## config.mk

```make
export PLATFORM = sky130hd
export DESIGN_NAME = emrx_top
export DESIGN_NICKNAME = d
export VERILOG_FILES = /design/src/hdl/emrx_pkg.sv /design/src/hdl/emrx_top.sv
export SDC_FILE = /design/constraint.sdc
export NUM_CORES = 1
export LEC_CHECK = 0
export BUFFER_PORTS_ARGS = -buffer_cell sky130_fd_sc_hd__buf_2
export CORE_MARGIN = 2
export CORE_UTILIZATION = 38
export CTS_CLUSTER_DIAMETER = 50
export DETAILED_ROUTE_END_ITERATION = 10
export GPL_ROUTABILITY_DRIVEN = 0
export PLACE_DENSITY = 0.64
export SLEW_MARGIN = 10
export SYNTH_ARGS = -nofsm -noshare
export SYNTH_HDL_FRONTEND = slang
export SYNTH_SLANG_ARGS = --single-unit
```

## constraint.sdc

```tcl
create_clock -name i_core_clk -period 9.2 [get_ports i_core_clk]
set_input_delay 0 -clock i_core_clk [delete_from_list [all_inputs] [get_ports i_core_clk]]
set_output_delay 0 -clock i_core_clk [all_outputs]
set_load 0.01 [all_outputs]
```

## src/hdl/emrx_pkg.sv

```systemverilog
// emrx_pkg: constants, offsets, field layouts and carrier types for the receive path
package emrx_pkg;

  // ==========================================================================
  // register offsets (byte addresses)
  localparam logic [7:0] OFS_OPMODE   = 8'h00;
  localparam logic [7:0] OFS_INTSTAT  = 8'h04;
  localparam logic [7:0] OFS_RXSTAT   = 8'h08;
  localparam logic [7:0] OFS_RXLEN    = 8'h0C;

  // ==========================================================================
  // operating-mode fields
  localparam int OPM_RXEN     = 1;
  localparam int OPM_PORTSEL  = 2;   // 2 bits: mode
  localparam int OPM_SNOOZE   = 4;
  localparam int OPM_RUNTOK   = 5;
  localparam int OPM_LOOP_LO  = 10;
  localparam int OPM_LOOP_HI  = 11;
  localparam int OPM_ALL      = 30;
  localparam logic [31:0] OPM_RESET = 32'h0000_0000;

  localparam logic [1:0] MODE_SRL = 2'h0;
  localparam logic [1:0] MODE_MII = 2'h1;
  localparam logic [1:0] MODE_SYM = 2'h2;

  localparam logic [1:0] LOOP_NONE = 2'h0;
  localparam logic [1:0] LOOP_INT  = 2'h1;
  localparam logic [1:0] LOOP_EXT  = 2'h2;

  // ==========================================================================
  // status word fields and interrupt status
  localparam int RS_OVF   = 0;
  localparam int RS_CRC   = 1;
  localparam int RS_DRIB  = 2;
  localparam int RS_WDOG  = 4;
  localparam int RS_COLL  = 6;
  localparam int RS_LONG  = 7;
  localparam int RS_ALIGN = 8;
  localparam int RS_RUNT  = 11;
  localparam int RS_DESC  = 14;
  localparam int RS_MULTI = 10;
  localparam int RS_FFAIL = 30;
  localparam int RS_OWN   = 31;
  localparam int IS_RXWDG = 9;
  localparam int IS_RXDONE = 6;

  // ==========================================================================
  // counts
  localparam logic [4:0]  PRE_MII    = 5'h08;
  localparam logic [4:0]  PRE_SRL    = 5'h10;
  localparam logic [4:0]  PRE_SNOOZE = 5'h14;
  localparam logic [4:0]  SRL_SKIP   = 5'h08;
  localparam logic [4:0]  ELEVEN_SRL = 5'h0E;
  localparam logic [4:0]  ELEVEN_MII = 5'h06;
  localparam logic [7:0]  SFD_BYTE   = 8'hD5;  // 10101011 in line order, lsb first
  localparam logic [10:0] MIN_LEN    = 11'h040;
  localparam logic [10:0] MAX_LEN    = 11'h5DC;
  localparam logic [31:0] CRC_INIT   = 32'hFFFF_FFFF;
  localparam logic [31:0] CRC_POLY   = 32'hEDB8_8320;
  localparam logic [31:0] CRC_GOOD   = 32'hDEBB_20E3;
  localparam int          WDOG_BITS  = 2048;

  // 5-bit code groups of the symbol port
  localparam logic [4:0] SYM_J = 5'h18;
  localparam logic [4:0] SYM_K = 5'h11;
  localparam logic [4:0] SYM_T = 5'h0D;
  localparam logic [4:0] SYM_R = 5'h07;

  // ==========================================================================
  // carriers
  typedef struct packed {
    logic [7:0]  addr;
    logic [31:0] wdata;
    logic        wr;
    logic        rd;
  } emrx_bus_t;

  typedef struct packed {
    logic       srl_rxen;
    logic       srl_data;
    logic       mii_crs;
    logic       dv;
    logic       mii_err;
    logic [3:0] mii_d;
    logic       sym_act;
    logic [4:0] sym;
    logic       coll;
  } emrx_line_t;

  typedef struct packed {
    logic [7:0] data;
    logic       valid;
    logic       last;
  } emrx_byte_t;

endpackage

```

## src/hdl/emrx_top.sv

```systemverilog
// emrx_top: receive half of an ethernet mac, line to byte stream plus frame status
// ============================================================================
// Operation
// - activity is srl enable, mii valid and carrier, or symbol-port activity.
// - mii/symbol mode accepts any preamble of at least 8 bits.
// - serial mode needs 16 bits of preamble and delimiter before the closing 1, so at least 9 preamble bits.
// - snooze needs at least 20 preamble bits in mii/symbol mode, 13 in serial mode.
// - start delimiter 10101011 ends preamble; serial first skips 8 bits.
// - serial: 00 after the first 8 bits, or early 11, aborts; mii/symbol: nibble 0, C or 3, or an early delimiter, aborts; then wait for line idle.
// - symbol mode frame must begin with J K, else abort until idle.
// - first destination bit 0 is physical, 1 is multicast.
// - address match delivers frame; mismatch stops after the first 7 bytes are sent, and raises no done.
// - accept-all bit 30 takes every frame, filter fail in status bit 30.
// - crc checked every frame; symbol mode also needs closing T R.
// - fifo overflow ends frame and sets status bit 0.
// - watchdog expiry cuts frame, sets interrupt bit 9, status bit 4.
// - collision after 64 bytes completes frame, sets status bit 6.
// - mii error, bad symbol or missing T R also flags crc error.
// - dribble flagged at 4 bits mii/symbol, 3 or more serial; whole bytes crc.
// - alignment error is crc error together with dribble error.
// - under 64 bytes is runt; rejected unless runt acceptance set.
// - over 1500 bytes sets too-long error; never reached, as the watchdog cuts every frame at 2048 link periods.
// - at end write status word and raise done status.
// - loopback at 10 Mb/s, or at port rate with mii/symbol enabled.
// - bits 11:10 pick loopback; internal loopback ignores the medium.
`timescale 1ns/1ns
module emrx_top (
  input  wire logic                 i_core_clk,
  input  wire logic                 i_rstn,
  input  wire emrx_pkg::emrx_bus_t  i_bus,
  output logic [31:0]               o_rdata,
  input  wire logic                 i_line_clk,
  input  wire emrx_pkg::emrx_line_t i_line,
  input  wire emrx_pkg::emrx_line_t i_loop,
  input  wire logic                 i_addr_match,
  input  wire logic                 i_fifo_ready,
  output emrx_pkg::emrx_byte_t      o_byte,
  output logic                      o_frame_done,
  output logic                      o_medium_off
);

  typedef enum logic [5:0] {
    S_IDLE = 6'h01, S_JK = 6'h02, S_PRE = 6'h04,
    S_DATA = 6'h08, S_WAIT = 6'h10, S_DONE = 6'h20
  } emrx_st_t;

  typedef struct packed {
    emrx_st_t               st;
    logic [31:0]            opm;
    logic [31:0]            isr;
    logic [31:0]            rstat;
    logic [31:0]            rdata;
    logic [10:0]            len;
    logic [4:0]             pre;
    logic [1:0]             last2;
    logic [7:0]             sh;
    logic [2:0]             nb;
    logic [31:0]            crc;
    logic [15:0]            wdog;
    logic                   jk_j;
    logic                   tr_t;
    logic                   tr_ok;
    logic                   errf;
    logic                   ovf;
    logic                   coll;
    logic                   fail;
    logic                   multi;
    logic                   lclk_d;
    emrx_pkg::emrx_byte_t   ob;
    logic                   done;
  } emrx_state_t;

  emrx_state_t q, d;
  emrx_pkg::emrx_line_t ln_s1_q, ln_s2_q;
  logic lck_s1_q, lck_s2_q;

  // ==========================================================================
  // crc step over one bit, lsb first
  function automatic logic [31:0] crc_bit(input logic [31:0] c, input logic b);
    crc_bit = (c[0] ^ b) ? ((c >> 1) ^ emrx_pkg::CRC_POLY) : (c >> 1);
  endfunction

  // ==========================================================================
  // line synchronisers; loopback mux sits before them
  emrx_pkg::emrx_line_t ln_src;
  always_comb begin
    ln_src = i_line;
    if (q.opm[emrx_pkg::OPM_LOOP_HI:emrx_pkg::OPM_LOOP_LO] == emrx_pkg::LOOP_INT) begin
      ln_src = i_loop;
    end
  end

  always_ff @(posedge i_core_clk) begin
    if (!i_rstn) begin
      ln_s1_q  <= '0;
      ln_s2_q  <= '0;
      lck_s1_q <= 1'b0;
      lck_s2_q <= 1'b0;
    end else begin
      ln_s1_q  <= ln_src;
      ln_s2_q  <= ln_s1_q;
      lck_s1_q <= i_line_clk;
      lck_s2_q <= lck_s1_q;
    end
  end

  // ==========================================================================
  // receive machine; one step per rising link clock edge
  logic [1:0]  mode;
  logic        act;
  logic        edge_en;
  logic [2:0]  nbits;
  logic [3:0]  bits;
  logic [4:0]  need;
  logic        bad_sym;
  logic [1:0]  pair;
  logic        crc_bad;
  logic        drib;
  logic        runt;

  always_comb begin
    d       = q;
    d.done  = 1'b0;
    d.ob.valid = 1'b0;
    d.ob.last  = 1'b0;
    d.lclk_d   = lck_s2_q;
    mode    = q.opm[emrx_pkg::OPM_PORTSEL +: 2];
    // loopback runs symbol-port mode as mii; serial and mii keep their mode
    if (q.opm[emrx_pkg::OPM_LOOP_HI:emrx_pkg::OPM_LOOP_LO] != emrx_pkg::LOOP_NONE
        && mode == emrx_pkg::MODE_SYM) begin
      mode = emrx_pkg::MODE_MII;
    end
    edge_en = lck_s2_q & ~q.lclk_d;
    case (mode)
      emrx_pkg::MODE_MII: act = ln_s2_q.dv & ln_s2_q.mii_crs;
      emrx_pkg::MODE_SYM: act = ln_s2_q.sym_act;
      default:            act = ln_s2_q.srl_rxen;
    endcase
    act = act & q.opm[emrx_pkg::OPM_RXEN];
    nbits   = (mode == emrx_pkg::MODE_SRL) ? 3'h1 : 3'h4;
    bits    = (mode == emrx_pkg::MODE_SRL) ? {3'h0, ln_s2_q.srl_data} : ln_s2_q.mii_d;
    bad_sym = (mode == emrx_pkg::MODE_SYM) && (ln_s2_q.sym == 5'h00);
    need    = q.opm[emrx_pkg::OPM_SNOOZE] ? emrx_pkg::PRE_SNOOZE :
              (mode == emrx_pkg::MODE_SRL) ? emrx_pkg::PRE_SRL :
              emrx_pkg::PRE_MII;
    pair    = 2'h0;
    crc_bad = 1'b0;
    drib    = 1'b0;
    runt    = 1'b0;

    if (edge_en) begin
      case (q.st)
        S_IDLE: begin
          d.pre = 5'h00;
          d.last2 = 2'h0;
          d.len = 11'h000;
          d.nb = 3'h0;
          d.crc = emrx_pkg::CRC_INIT;
          d.wdog = 16'h0000;
          {d.errf, d.ovf, d.coll, d.fail, d.multi, d.tr_t, d.tr_ok, d.jk_j} = '0;
          if (act) begin
            if (mode == emrx_pkg::MODE_SYM) begin
              d.st = S_JK;
              d.jk_j = (ln_s2_q.sym == emrx_pkg::SYM_J);
            end else begin
              d.st = S_PRE;
              d.pre = (mode == emrx_pkg::MODE_SRL) ? 5'h01 : 5'h04;
              d.last2 = {1'b0, bits[0]};
            end
          end
        end
        S_JK: begin
          if (!act) begin
            d.st = S_IDLE;
          end else if (q.jk_j && ln_s2_q.sym == emrx_pkg::SYM_K) begin
            d.st = S_PRE;
          end else begin
            d.st = S_WAIT;
          end
        end
        S_PRE: begin
          if (!act) begin
            d.st = S_IDLE;
          end else if (mode == emrx_pkg::MODE_SRL) begin
            d.pre = (q.pre == 5'h1F) ? q.pre : q.pre + 5'h01;
            pair  = {q.last2[0], bits[0]};
            d.last2 = pair;
            if (q.pre >= emrx_pkg::SRL_SKIP) begin
              if (pair == 2'h0) begin
                d.st = S_WAIT;
              end else if (pair == 2'h3) begin
                if (q.pre < emrx_pkg::ELEVEN_SRL || q.pre < need) begin
                  d.st = S_WAIT;
                end else begin
                  d.st = S_DATA;
                end
              end
            end
          end else begin
            d.pre = (q.pre >= 5'h1B) ? q.pre : q.pre + 5'h04;
            if (bits == 4'h0 || bits == 4'hC || bits == 4'h3) begin
              d.st = S_WAIT;
            end else if (bits == emrx_pkg::SFD_BYTE[7:4]) begin
              // q.pre still holds the delimiter's low nibble, so it is not preamble
              if (q.pre < emrx_pkg::ELEVEN_MII || q.pre < need + 5'h04) begin
                d.st = S_WAIT;
              end else begin
                d.st = S_DATA;
              end
            end
          end
        end
        S_DATA: begin
          d.wdog = q.wdog + 16'h0001;
          if (ln_s2_q.coll && q.len >= emrx_pkg::MIN_LEN) begin
            d.coll = 1'b1;
          end
          if (mode == emrx_pkg::MODE_MII && ln_s2_q.mii_err) begin
            d.errf = 1'b1;
          end
          if (act && mode == emrx_pkg::MODE_SYM) begin
            d.tr_t = (ln_s2_q.sym == emrx_pkg::SYM_T);
            if (q.tr_t && ln_s2_q.sym == emrx_pkg::SYM_R) begin
              d.tr_ok = 1'b1;
            end else if (bad_sym) begin
              d.errf = 1'b1;
            end
          end
          if (act && !q.tr_t && !d.tr_t) begin
            d.sh = (nbits == 3'h1) ? {bits[0], q.sh[7:1]} : {bits, q.sh[7:4]};
            d.nb = q.nb + nbits;
            if (d.nb == 3'h0) begin
              // whole byte: crc, length and deliver
              d.crc = q.crc;
              for (int i = 0; i < 8; i++) begin
                d.crc = crc_bit(d.crc, d.sh[i]);
              end
              d.len = (q.len == 11'h7FF) ? q.len : q.len + 11'h001;
              if (q.len == 11'h000) begin
                d.multi = d.sh[0];
              end
              if (q.len == 11'h006) begin
                d.fail = ~i_addr_match;
              end
              if (!i_fifo_ready) begin
                d.ovf = 1'b1;
              end
              d.ob.data  = d.sh;
              d.ob.valid = ~q.fail | q.opm[emrx_pkg::OPM_ALL];
            end
          end
          if (q.fail && !q.opm[emrx_pkg::OPM_ALL]) begin
            d.st = S_WAIT;
          end else if (!act || d.ovf
                       || q.wdog == 16'(emrx_pkg::WDOG_BITS - 1)) begin
            if (q.wdog == 16'(emrx_pkg::WDOG_BITS - 1) && act) begin
              d.isr[emrx_pkg::IS_RXWDG] = 1'b1;
              d.rstat[emrx_pkg::RS_WDOG] = 1'b1;
            end
            d.st = S_DONE;
          end
        end
        S_DONE: begin
          crc_bad = (q.crc != emrx_pkg::CRC_GOOD) | q.errf
                    | (mode == emrx_pkg::MODE_SYM && !q.tr_ok);
          drib = (mode == emrx_pkg::MODE_SRL) ? (q.nb >= 3'h3)
                                               : (q.nb == 3'h4);
          runt = q.len < emrx_pkg::MIN_LEN;
          d.rstat[emrx_pkg::RS_OVF]   = q.ovf;
          d.rstat[emrx_pkg::RS_CRC]   = crc_bad;
          d.rstat[emrx_pkg::RS_DRIB]  = drib;
          d.rstat[emrx_pkg::RS_ALIGN] = crc_bad & drib;
          d.rstat[emrx_pkg::RS_RUNT]  = runt;
          d.rstat[emrx_pkg::RS_LONG]  = q.len > emrx_pkg::MAX_LEN;
          d.rstat[emrx_pkg::RS_COLL]  = q.coll;
          d.rstat[emrx_pkg::RS_MULTI] = q.multi;
          d.rstat[emrx_pkg::RS_FFAIL] = q.fail;
          d.rstat[emrx_pkg::RS_WDOG]  = (q.wdog == 16'(emrx_pkg::WDOG_BITS));
          d.rstat[emrx_pkg::RS_DESC]  = 1'b0;
          d.rstat[emrx_pkg::RS_OWN]   = 1'b0;
          d.rstat[26:16] = q.len;
          if (!runt || q.opm[emrx_pkg::OPM_RUNTOK]) begin
            d.ob.valid = 1'b1;
            d.ob.last  = 1'b1;
            d.ob.data  = 8'h00;
            d.isr[emrx_pkg::IS_RXDONE] = 1'b1;
            d.done = 1'b1;
          end
          d.st = act ? S_WAIT : S_IDLE;
        end
        S_WAIT: begin
          if (!act) begin
            d.st = S_IDLE;
          end
        end
        default: d.st = S_IDLE;
      endcase
    end

    // register access; hardware set of a clear bit wins over software clear
    d.rdata = 32'h0000_0000;
    if (i_bus.wr) begin
      case (i_bus.addr)
        emrx_pkg::OFS_OPMODE:  d.opm = i_bus.wdata;
        emrx_pkg::OFS_INTSTAT: d.isr = (q.isr & ~i_bus.wdata) | (d.isr & ~q.isr);
        default: ;
      endcase
    end
    if (i_bus.rd) begin
      case (i_bus.addr)
        emrx_pkg::OFS_OPMODE:  d.rdata = q.opm;
        emrx_pkg::OFS_INTSTAT: d.rdata = q.isr;
        emrx_pkg::OFS_RXSTAT:  d.rdata = q.rstat;
        emrx_pkg::OFS_RXLEN:   d.rdata = {21'h0, q.len};
        default:               d.rdata = 32'h0000_0000;
      endcase
    end
  end

  always_ff @(posedge i_core_clk) begin
    if (!i_rstn) begin
      q       <= '0;
      q.st    <= S_IDLE;
      q.opm   <= emrx_pkg::OPM_RESET;
      q.crc   <= emrx_pkg::CRC_INIT;
    end else begin
      q <= d;
    end
  end

  assign o_rdata      = q.rdata;
  assign o_byte       = q.ob;
  assign o_frame_done = q.done;
  assign o_medium_off = (q.opm[emrx_pkg::OPM_LOOP_HI:emrx_pkg::OPM_LOOP_LO]
                         == emrx_pkg::LOOP_INT);

endmodule

```

==> reports/summary.txt, run 1 <==
number of CTS-inserted buffers = 30
Die X = 177.6 um
Yosys top cell by area = dfxtp_1
CP endpoint kind = register
Synth cell types = 69
Buffers on Ports = 122
DRT iter0 DRCs = 671
crit start category = register
Crit path max-delay family = simple AND/OR/NAND/NOR gates
met2 Usage GRT = 31.19%
met1 GRT Util = 25.06%
CTS H-tree depth = 1
RSZ-0062 raised after global routing = no
Initial Util = 38.62%
DRC = 0
Post-synth EDFFs = 0
endpoints failing setup = 0
post-synthesis sequential area ratio = 43.90%
total number of vias = 9677
status = finished clean
Cells after Synth = 1324
Max transition margin = 33.08%
max-cap violation count = 0
pwr/cell area = 170.6 mW/mm^2
CP peak stage delay = 710 ps
final std cell area, no fill = 0.01391 mm^2
Final Skew = 26.31 ps
Synth Register Bits = 251
worst path required time = 9700 ps
Worst-path clk slew = 60 ps
M3 GR Usage = 4.006%
clk root buf = clkbuf_16
ratio of cells with drive above 1 in the final layout = 15.27%
Slew Limit Fails = 0
list of most frequent post-synthesis cells = 251 x dfxtp_1, 199 x nand2_1, 149 x a21oi_1
crit path cell chain = or2_1 > inv_4 > ha_1 > ha_1 > a2111oi_0 > nand3_1 > a21o_1 > or4_1 > a21oi_1
Synth area leaders = dfxtp_1 44%, nand2_1 6.5%, a21oi_1 6.5%
Layout Area Growth over Synthesis = 21.48%
top-count cell post-synth = dfxtp_1
Final Hold Viols = 0
Ys Warns = 0
setup bufs post-CTS = 0
Final nets = 1553
Synthesized Nets = 1420
largest net degree at the start of global routing = 61
post-DP HPWL = 19820 um
P_leak = 5.423 nW
Area after DPL = 0.01203 mm^2
Die Height = 177.6 um
I/O pin count = 123
Post-synth ARST share = 0%
Routed Antenna Nets = 0
Power, Total = 2.373 mW
Setup TNS Final = 0 ps
Via density = 5.175
Highest Clock Rate = 246.8 MHz
die area = 0.03153 mm^2
Arrival @ worst endpoint = 4550 ps
WS Path Type = reg2reg
average wire per standard cell = 15.86 um
maximum fanout along the worst path = 28
Hold Path Class = in2reg
Mapped Area = 0.01145 mm^2
dominant synthesized flop cell = dfxtp_1
Worst path most repeated cell = ha_1
Rows = 63
wirelength, routed = 29660 um
initial antenna violation count = 0
Clock Sinks = 251
Core Region = 0.02964 mm^2
total congestion overflow = 0
Synth top area share = 43.90%
critical path's slowest cell = or2_1
Max clock buf depth = 3
WP buf/inv = 1
cts-stage hold buffer count = 86
worst-skew pair later-pin latency = 570 ps
Slew @ Worst Pin = 1004 ps
CTS tree = done
Syn Area/Cell = 8.646 um^2
Tmin final = 4052 ps
first-pass GRT wire length = 48460 um
gr usage total = 18.85%
Pre-Repair DR Iteration Count = 5
fin util = 46.92%
grt peak-use layer = met2
final worst-path cycle share = 44.04%
# resized after CTS = 0
Ant. Diodes = 0
VDD IR max = 0.1389 mV
vias in the first global route = 9524
kinds of logic (layout without fill, tap and decap cells):
kind of cell / Yosys count / after routing / synth area share, %
AND/OR/NAND/NOR: 509 / 509 / 20.28
buffers and inverters: 141 / 297 / 6.121
multiplexers: 47 / 47 / 5.246
XOR/XNOR: 93 / 93 / 9.050
AO/OA/AOI/OAI: 266 / 266 / 13.55
adder cells (fa/ha/maj): 17 / 17 / 1.858
flip-flops: 251 / 251 / 43.90
final timing paths:
kind | startpoint | end | slack (ps) | cells past startpoint
setup / recovery | q[195] | q[13] | 5150 | 9
hold / removal | i_bus[1] | q[193] | 50 | 5
setup reg to reg | q[195] | q[13] | 5150 | 9
hold reg to reg | q[162] | q[162] | 430 | 2
power breakdown:
part / switching, mW / internal, mW
clock network: 0.484 / 0.687
logic: 0.0530 / 0.0482
registers: 0.00518 / 1.09
layer usage:
metal | vias to the layer above | wire length (um)
met5 | - | 0
met4 | 0 | 593
met3 | 50 | 2229
met2 | 319 | 13390
met1 | 4552 | 13460
li1 | 4756 | -
state kept, by name, summed over array words and instances, names as in the netlist:
register,cells
lck_s2_q,1
o_byte,10
q,175
ln_s1_q,16
o_rdata,32
lck_s1_q,1
ln_s2_q,16
per-stage QoR:
step,std cells,hold slack (ps),setup WS (ps)
after global routing,1870,80.62,4738
after CTS,1870,43.91,5197
after global placement,1729,186.6,5289
final,1870,48.90,5148
after detailed placement,1729,189.0,5224
after floorplan,1324,87.00,6178
layout make-up:
cell class	count	area [um^2]
Clock buffer	39	844.6
Tap cell	390	488.0
Multi-Input combinational cell	932	5724
Timing Repair Buffer	221	1569
Inverter	21	82.58
Fill cell	2864	15730
Sequential cell	251	5025
Clock inverter	16	172.7
worst reg2reg max path, cell delays in order (launching register included):
cell,delay (ps)
dfxtp_1,420
or2_1,710
inv_4,190
ha_1,260
ha_1,290
a2111oi_0,430
nand3_1,340
a21o_1,600
or4_1,620
a21oi_1,130
layout by cell type (no fill, tap or decap), drive strengths merged, types with 31 or more instances in the layout:
cell and n:
a21oi 149, buf 135, clkbuf 39, dfxtp 251, dlygate4sd3 86, mux2i 31, nand2 199, nor2 133
nor3 38, o21ai 45, xnor2 46, xor2 43
(Power assumes the default switching activity.)
==> inputs of run 2 (changes only) <==
--- a/config.mk
+++ b/config.mk
@@ -5,13 +5,14 @@
 export SDC_FILE = /design/constraint.sdc
 export NUM_CORES = 1
 export LEC_CHECK = 0
+export ABC_AREA = 1
 export BUFFER_PORTS_ARGS = -buffer_cell sky130_fd_sc_hd__buf_2
 export CORE_MARGIN = 2
 export CORE_UTILIZATION = 38
 export CTS_CLUSTER_DIAMETER = 50
 export DETAILED_ROUTE_END_ITERATION = 10
 export GPL_ROUTABILITY_DRIVEN = 0
-export PLACE_DENSITY = 0.64
+export PLACE_DENSITY = 0.63
 export SLEW_MARGIN = 10
 export SYNTH_ARGS = -nofsm -noshare
 export SYNTH_HDL_FRONTEND = slang
==> constraint.sdc (replaced) <==
create_clock -name i_core_clk -period 3.9 [get_ports i_core_clk]
set_input_delay 0 -clock i_core_clk [delete_from_list [all_inputs] [get_ports i_core_clk]]
set_output_delay 0 -clock i_core_clk [all_outputs]
set_load 0.01 [all_outputs]
==> reports/summary.txt, run 2 <==
Power, Total = 5.904 mW
worst flop-to-flop path startpoint = q[195]
number of flip-flops in the largest register = 175
largest net degree at the start of global routing = 107
Highest Clock Rate = 300.9 MHz
Yosys top cell by area = dfxtp_1
Reg2Reg Depth = 17
register name with the most flops = q
Core Region = 0.03237 mm^2
Setup TNS Final = 0 ps
pwr/cell area = 396.9 mW/mm^2
VDD IR max = 0.3262 mV
Worst path most repeated cell = nand2_1
CP endpoint kind = register
first-pass GRT wire length = 56390 um
Buffers on Ports = 122
# resized after CTS = 0
vias in the first global route = 11204
worst setup path endpoint = q[48]
gr usage total = 20.22%
Final Hold Viols = 0
Placed Instances = 2241
Area after DPL = 0.01304 mm^2
Synth Register Bits = 251
clk root buf = clkbuf_16
Rows = 66
Slew @ Worst Pin = 1033 ps
Pre-Repair DR Iteration Count = 5
Via density = 5.025
WS Path Type = reg2reg
Ys Warns = 0
cts-stage hold buffer count = 83
P_leak = 6.847 nW
Synth area leaders = dfxtp_1 41%, nand2_1 12%, nor2_1 5.9%
Layout Area Growth over Synthesis = 19.99%
Fill cells = 3313
I/O pin count = 123
R2R setup slack = 580 ps
final hold slack = 23.11 ps
CP startpoint = q[195]
fin util = 45.96%
total number of vias = 11960
Hold Path Class = in2reg
endpoints failing setup = 0
Max clock buf depth = 3
Max transition margin = 31.14%
worst path required time = 4370 ps
top-count cell post-synth = nand2_1
number of CTS-inserted buffers = 30
Reg area = 0.005025 mm^2
total congestion overflow = 0
CTS tree = done
Clock Sinks = 251
Synth top area share = 40.53%
status = finished clean
Routed Antenna Nets = 0
Synth cell types = 51
Synthesized Nets = 1870
Tmin final = 3323 ps
pre-CTS WS = 605.1 ps
Mapped Area = 0.01240 mm^2
post-synthesis sequential area ratio = 40.53%
final std cell area, no fill = 0.01488 mm^2
CP peak stage delay = 450 ps
Worst-path clk slew = 60 ps
most frequent cells in the layout = 397 x nand2_1, 251 x dfxtp_1, 194 x nor2_1
list of most frequent post-synthesis cells = 397 x nand2_1, 251 x dfxtp_1, 195 x nor2_1
post-DP HPWL = 23510 um
Ant. Diodes = 0
RSZ-0062 raised after global routing = no
worst-skew pair later-pin latency = 550 ps
die area = 0.03409 mm^2
DRT iter0 DRCs = 908
Slew Limit Fails = 0
Final nets = 2010
initial antenna violation count = 0
crit start category = register
most common cell after layout, fill and taps aside = nand2_1
final worst-path cycle share = 85.21%
setup bufs post-CTS = 0
maximum fanout along the worst path = 41
fin cells = 2380
final worst slack = 576.6 ps
crit path cell chain = inv_2 > a21oi_1 > inv_1 > ha_1 > inv_1 > nor2_1 > nor2_1 > nand2_1 > nor2_2 > nand2_1 > nand2_2 > nand2_1 > nand2_2 > nor2_4 > buf_4 > o21ai_0 > o211ai_1
wirelength, routed = 34890 um
average wire per standard cell = 14.66 um
Die Height = 184.6 um
DRC = 0
Multi-input gate area = 0.005966 mm^2
RR Endpoint = q[48]
Post-synth ARST share = 0%
Post-synth EDFFs = 0
CTS H-tree depth = 1
Final Skew = 10.46 ps
Syn Area/Cell = 6.989 um^2
Initial Util = 38.30%
Arrival @ worst endpoint = 3790 ps
dominant synthesized flop cell = dfxtp_1
critical path's slowest cell = dfxtp_1
Die X = 184.6 um
ratio of cells with drive above 1 in the final layout = 13.47%
Cells after Synth = 1774
max-cap violation count = 0
==> run 2: worst min-delay path by stage <==
stage / endpoint / from / slack, ps / depth (start not counted)
3_5_place_dp: q[170] / i_bus[11] / 220 / 2
4_1_cts: o_rdata[1] / i_bus[0] / 8 / 4
5_1_grt: o_rdata[27] / i_bus[0] / 30 / 4
2_1_floorplan: lck_s1_q / i_line_clk / 100 / 2
3_3_place_gp: q[170] / i_bus[11] / 220 / 2
6_report: o_rdata[1] / i_bus[0] / 20 / 4
==> run 2: final cells by class <==
cell class                      instances  share of cell area [%]
Clock buffer                           41                   5.938
Clock inverter                         15                  0.8495
Inverter                              206                   5.206
Multi-Input combinational cell       1206                   40.10
Sequential cell                       251                   33.78
Tap cell                              442                   3.717
Timing Repair Buffer                  219                   10.41
==> run 2: cell families (layout without fill, tap and decap cells) <==
| logic type | Yosys count | count (layout) | synth area share, % |
|---|---|---|---|
| simple gates | 845 | 845 | 29.98 |
| buf+inv | 317 | 481 | 11.41 |
| compound gates | 306 | 306 | 13.43 |
| flops | 251 | 251 | 40.53 |
| xor+xnor | 38 | 38 | 2.927 |
| fa+ha+maj | 17 | 17 | 1.716 |
==> run 2: report_power, final <==
group          switching, mW  internal (mW)  leakage, nW  total [mW]
Clock                   1.12           1.66        0.495        2.77
Sequential            0.0375           2.61         2.03        2.65
Combinational          0.296          0.190         4.32       0.486
Total                   1.45           4.45         6.85        5.90
==> run 2: worst max-delay path: cells and delay by family, from the launching register on <==
kind | cells | cell delay, ps
adder cells (fa/ha/maj) | 1 | 270
flip-flops | 1 | 450
AO/OA/AOI/OAI | 3 | 510
AND/OR/NAND/NOR | 9 | 1350
buffers and inverters | 4 | 640
==> run 2: routing by layer <==
metal | GRT usage, % | routed length (um)
met5 | 0 | 0
met2 | 32.78 | 15810
met4 | 6.254 | 810
met1 | 27.40 | 15880
met3 | 3.557 | 2387
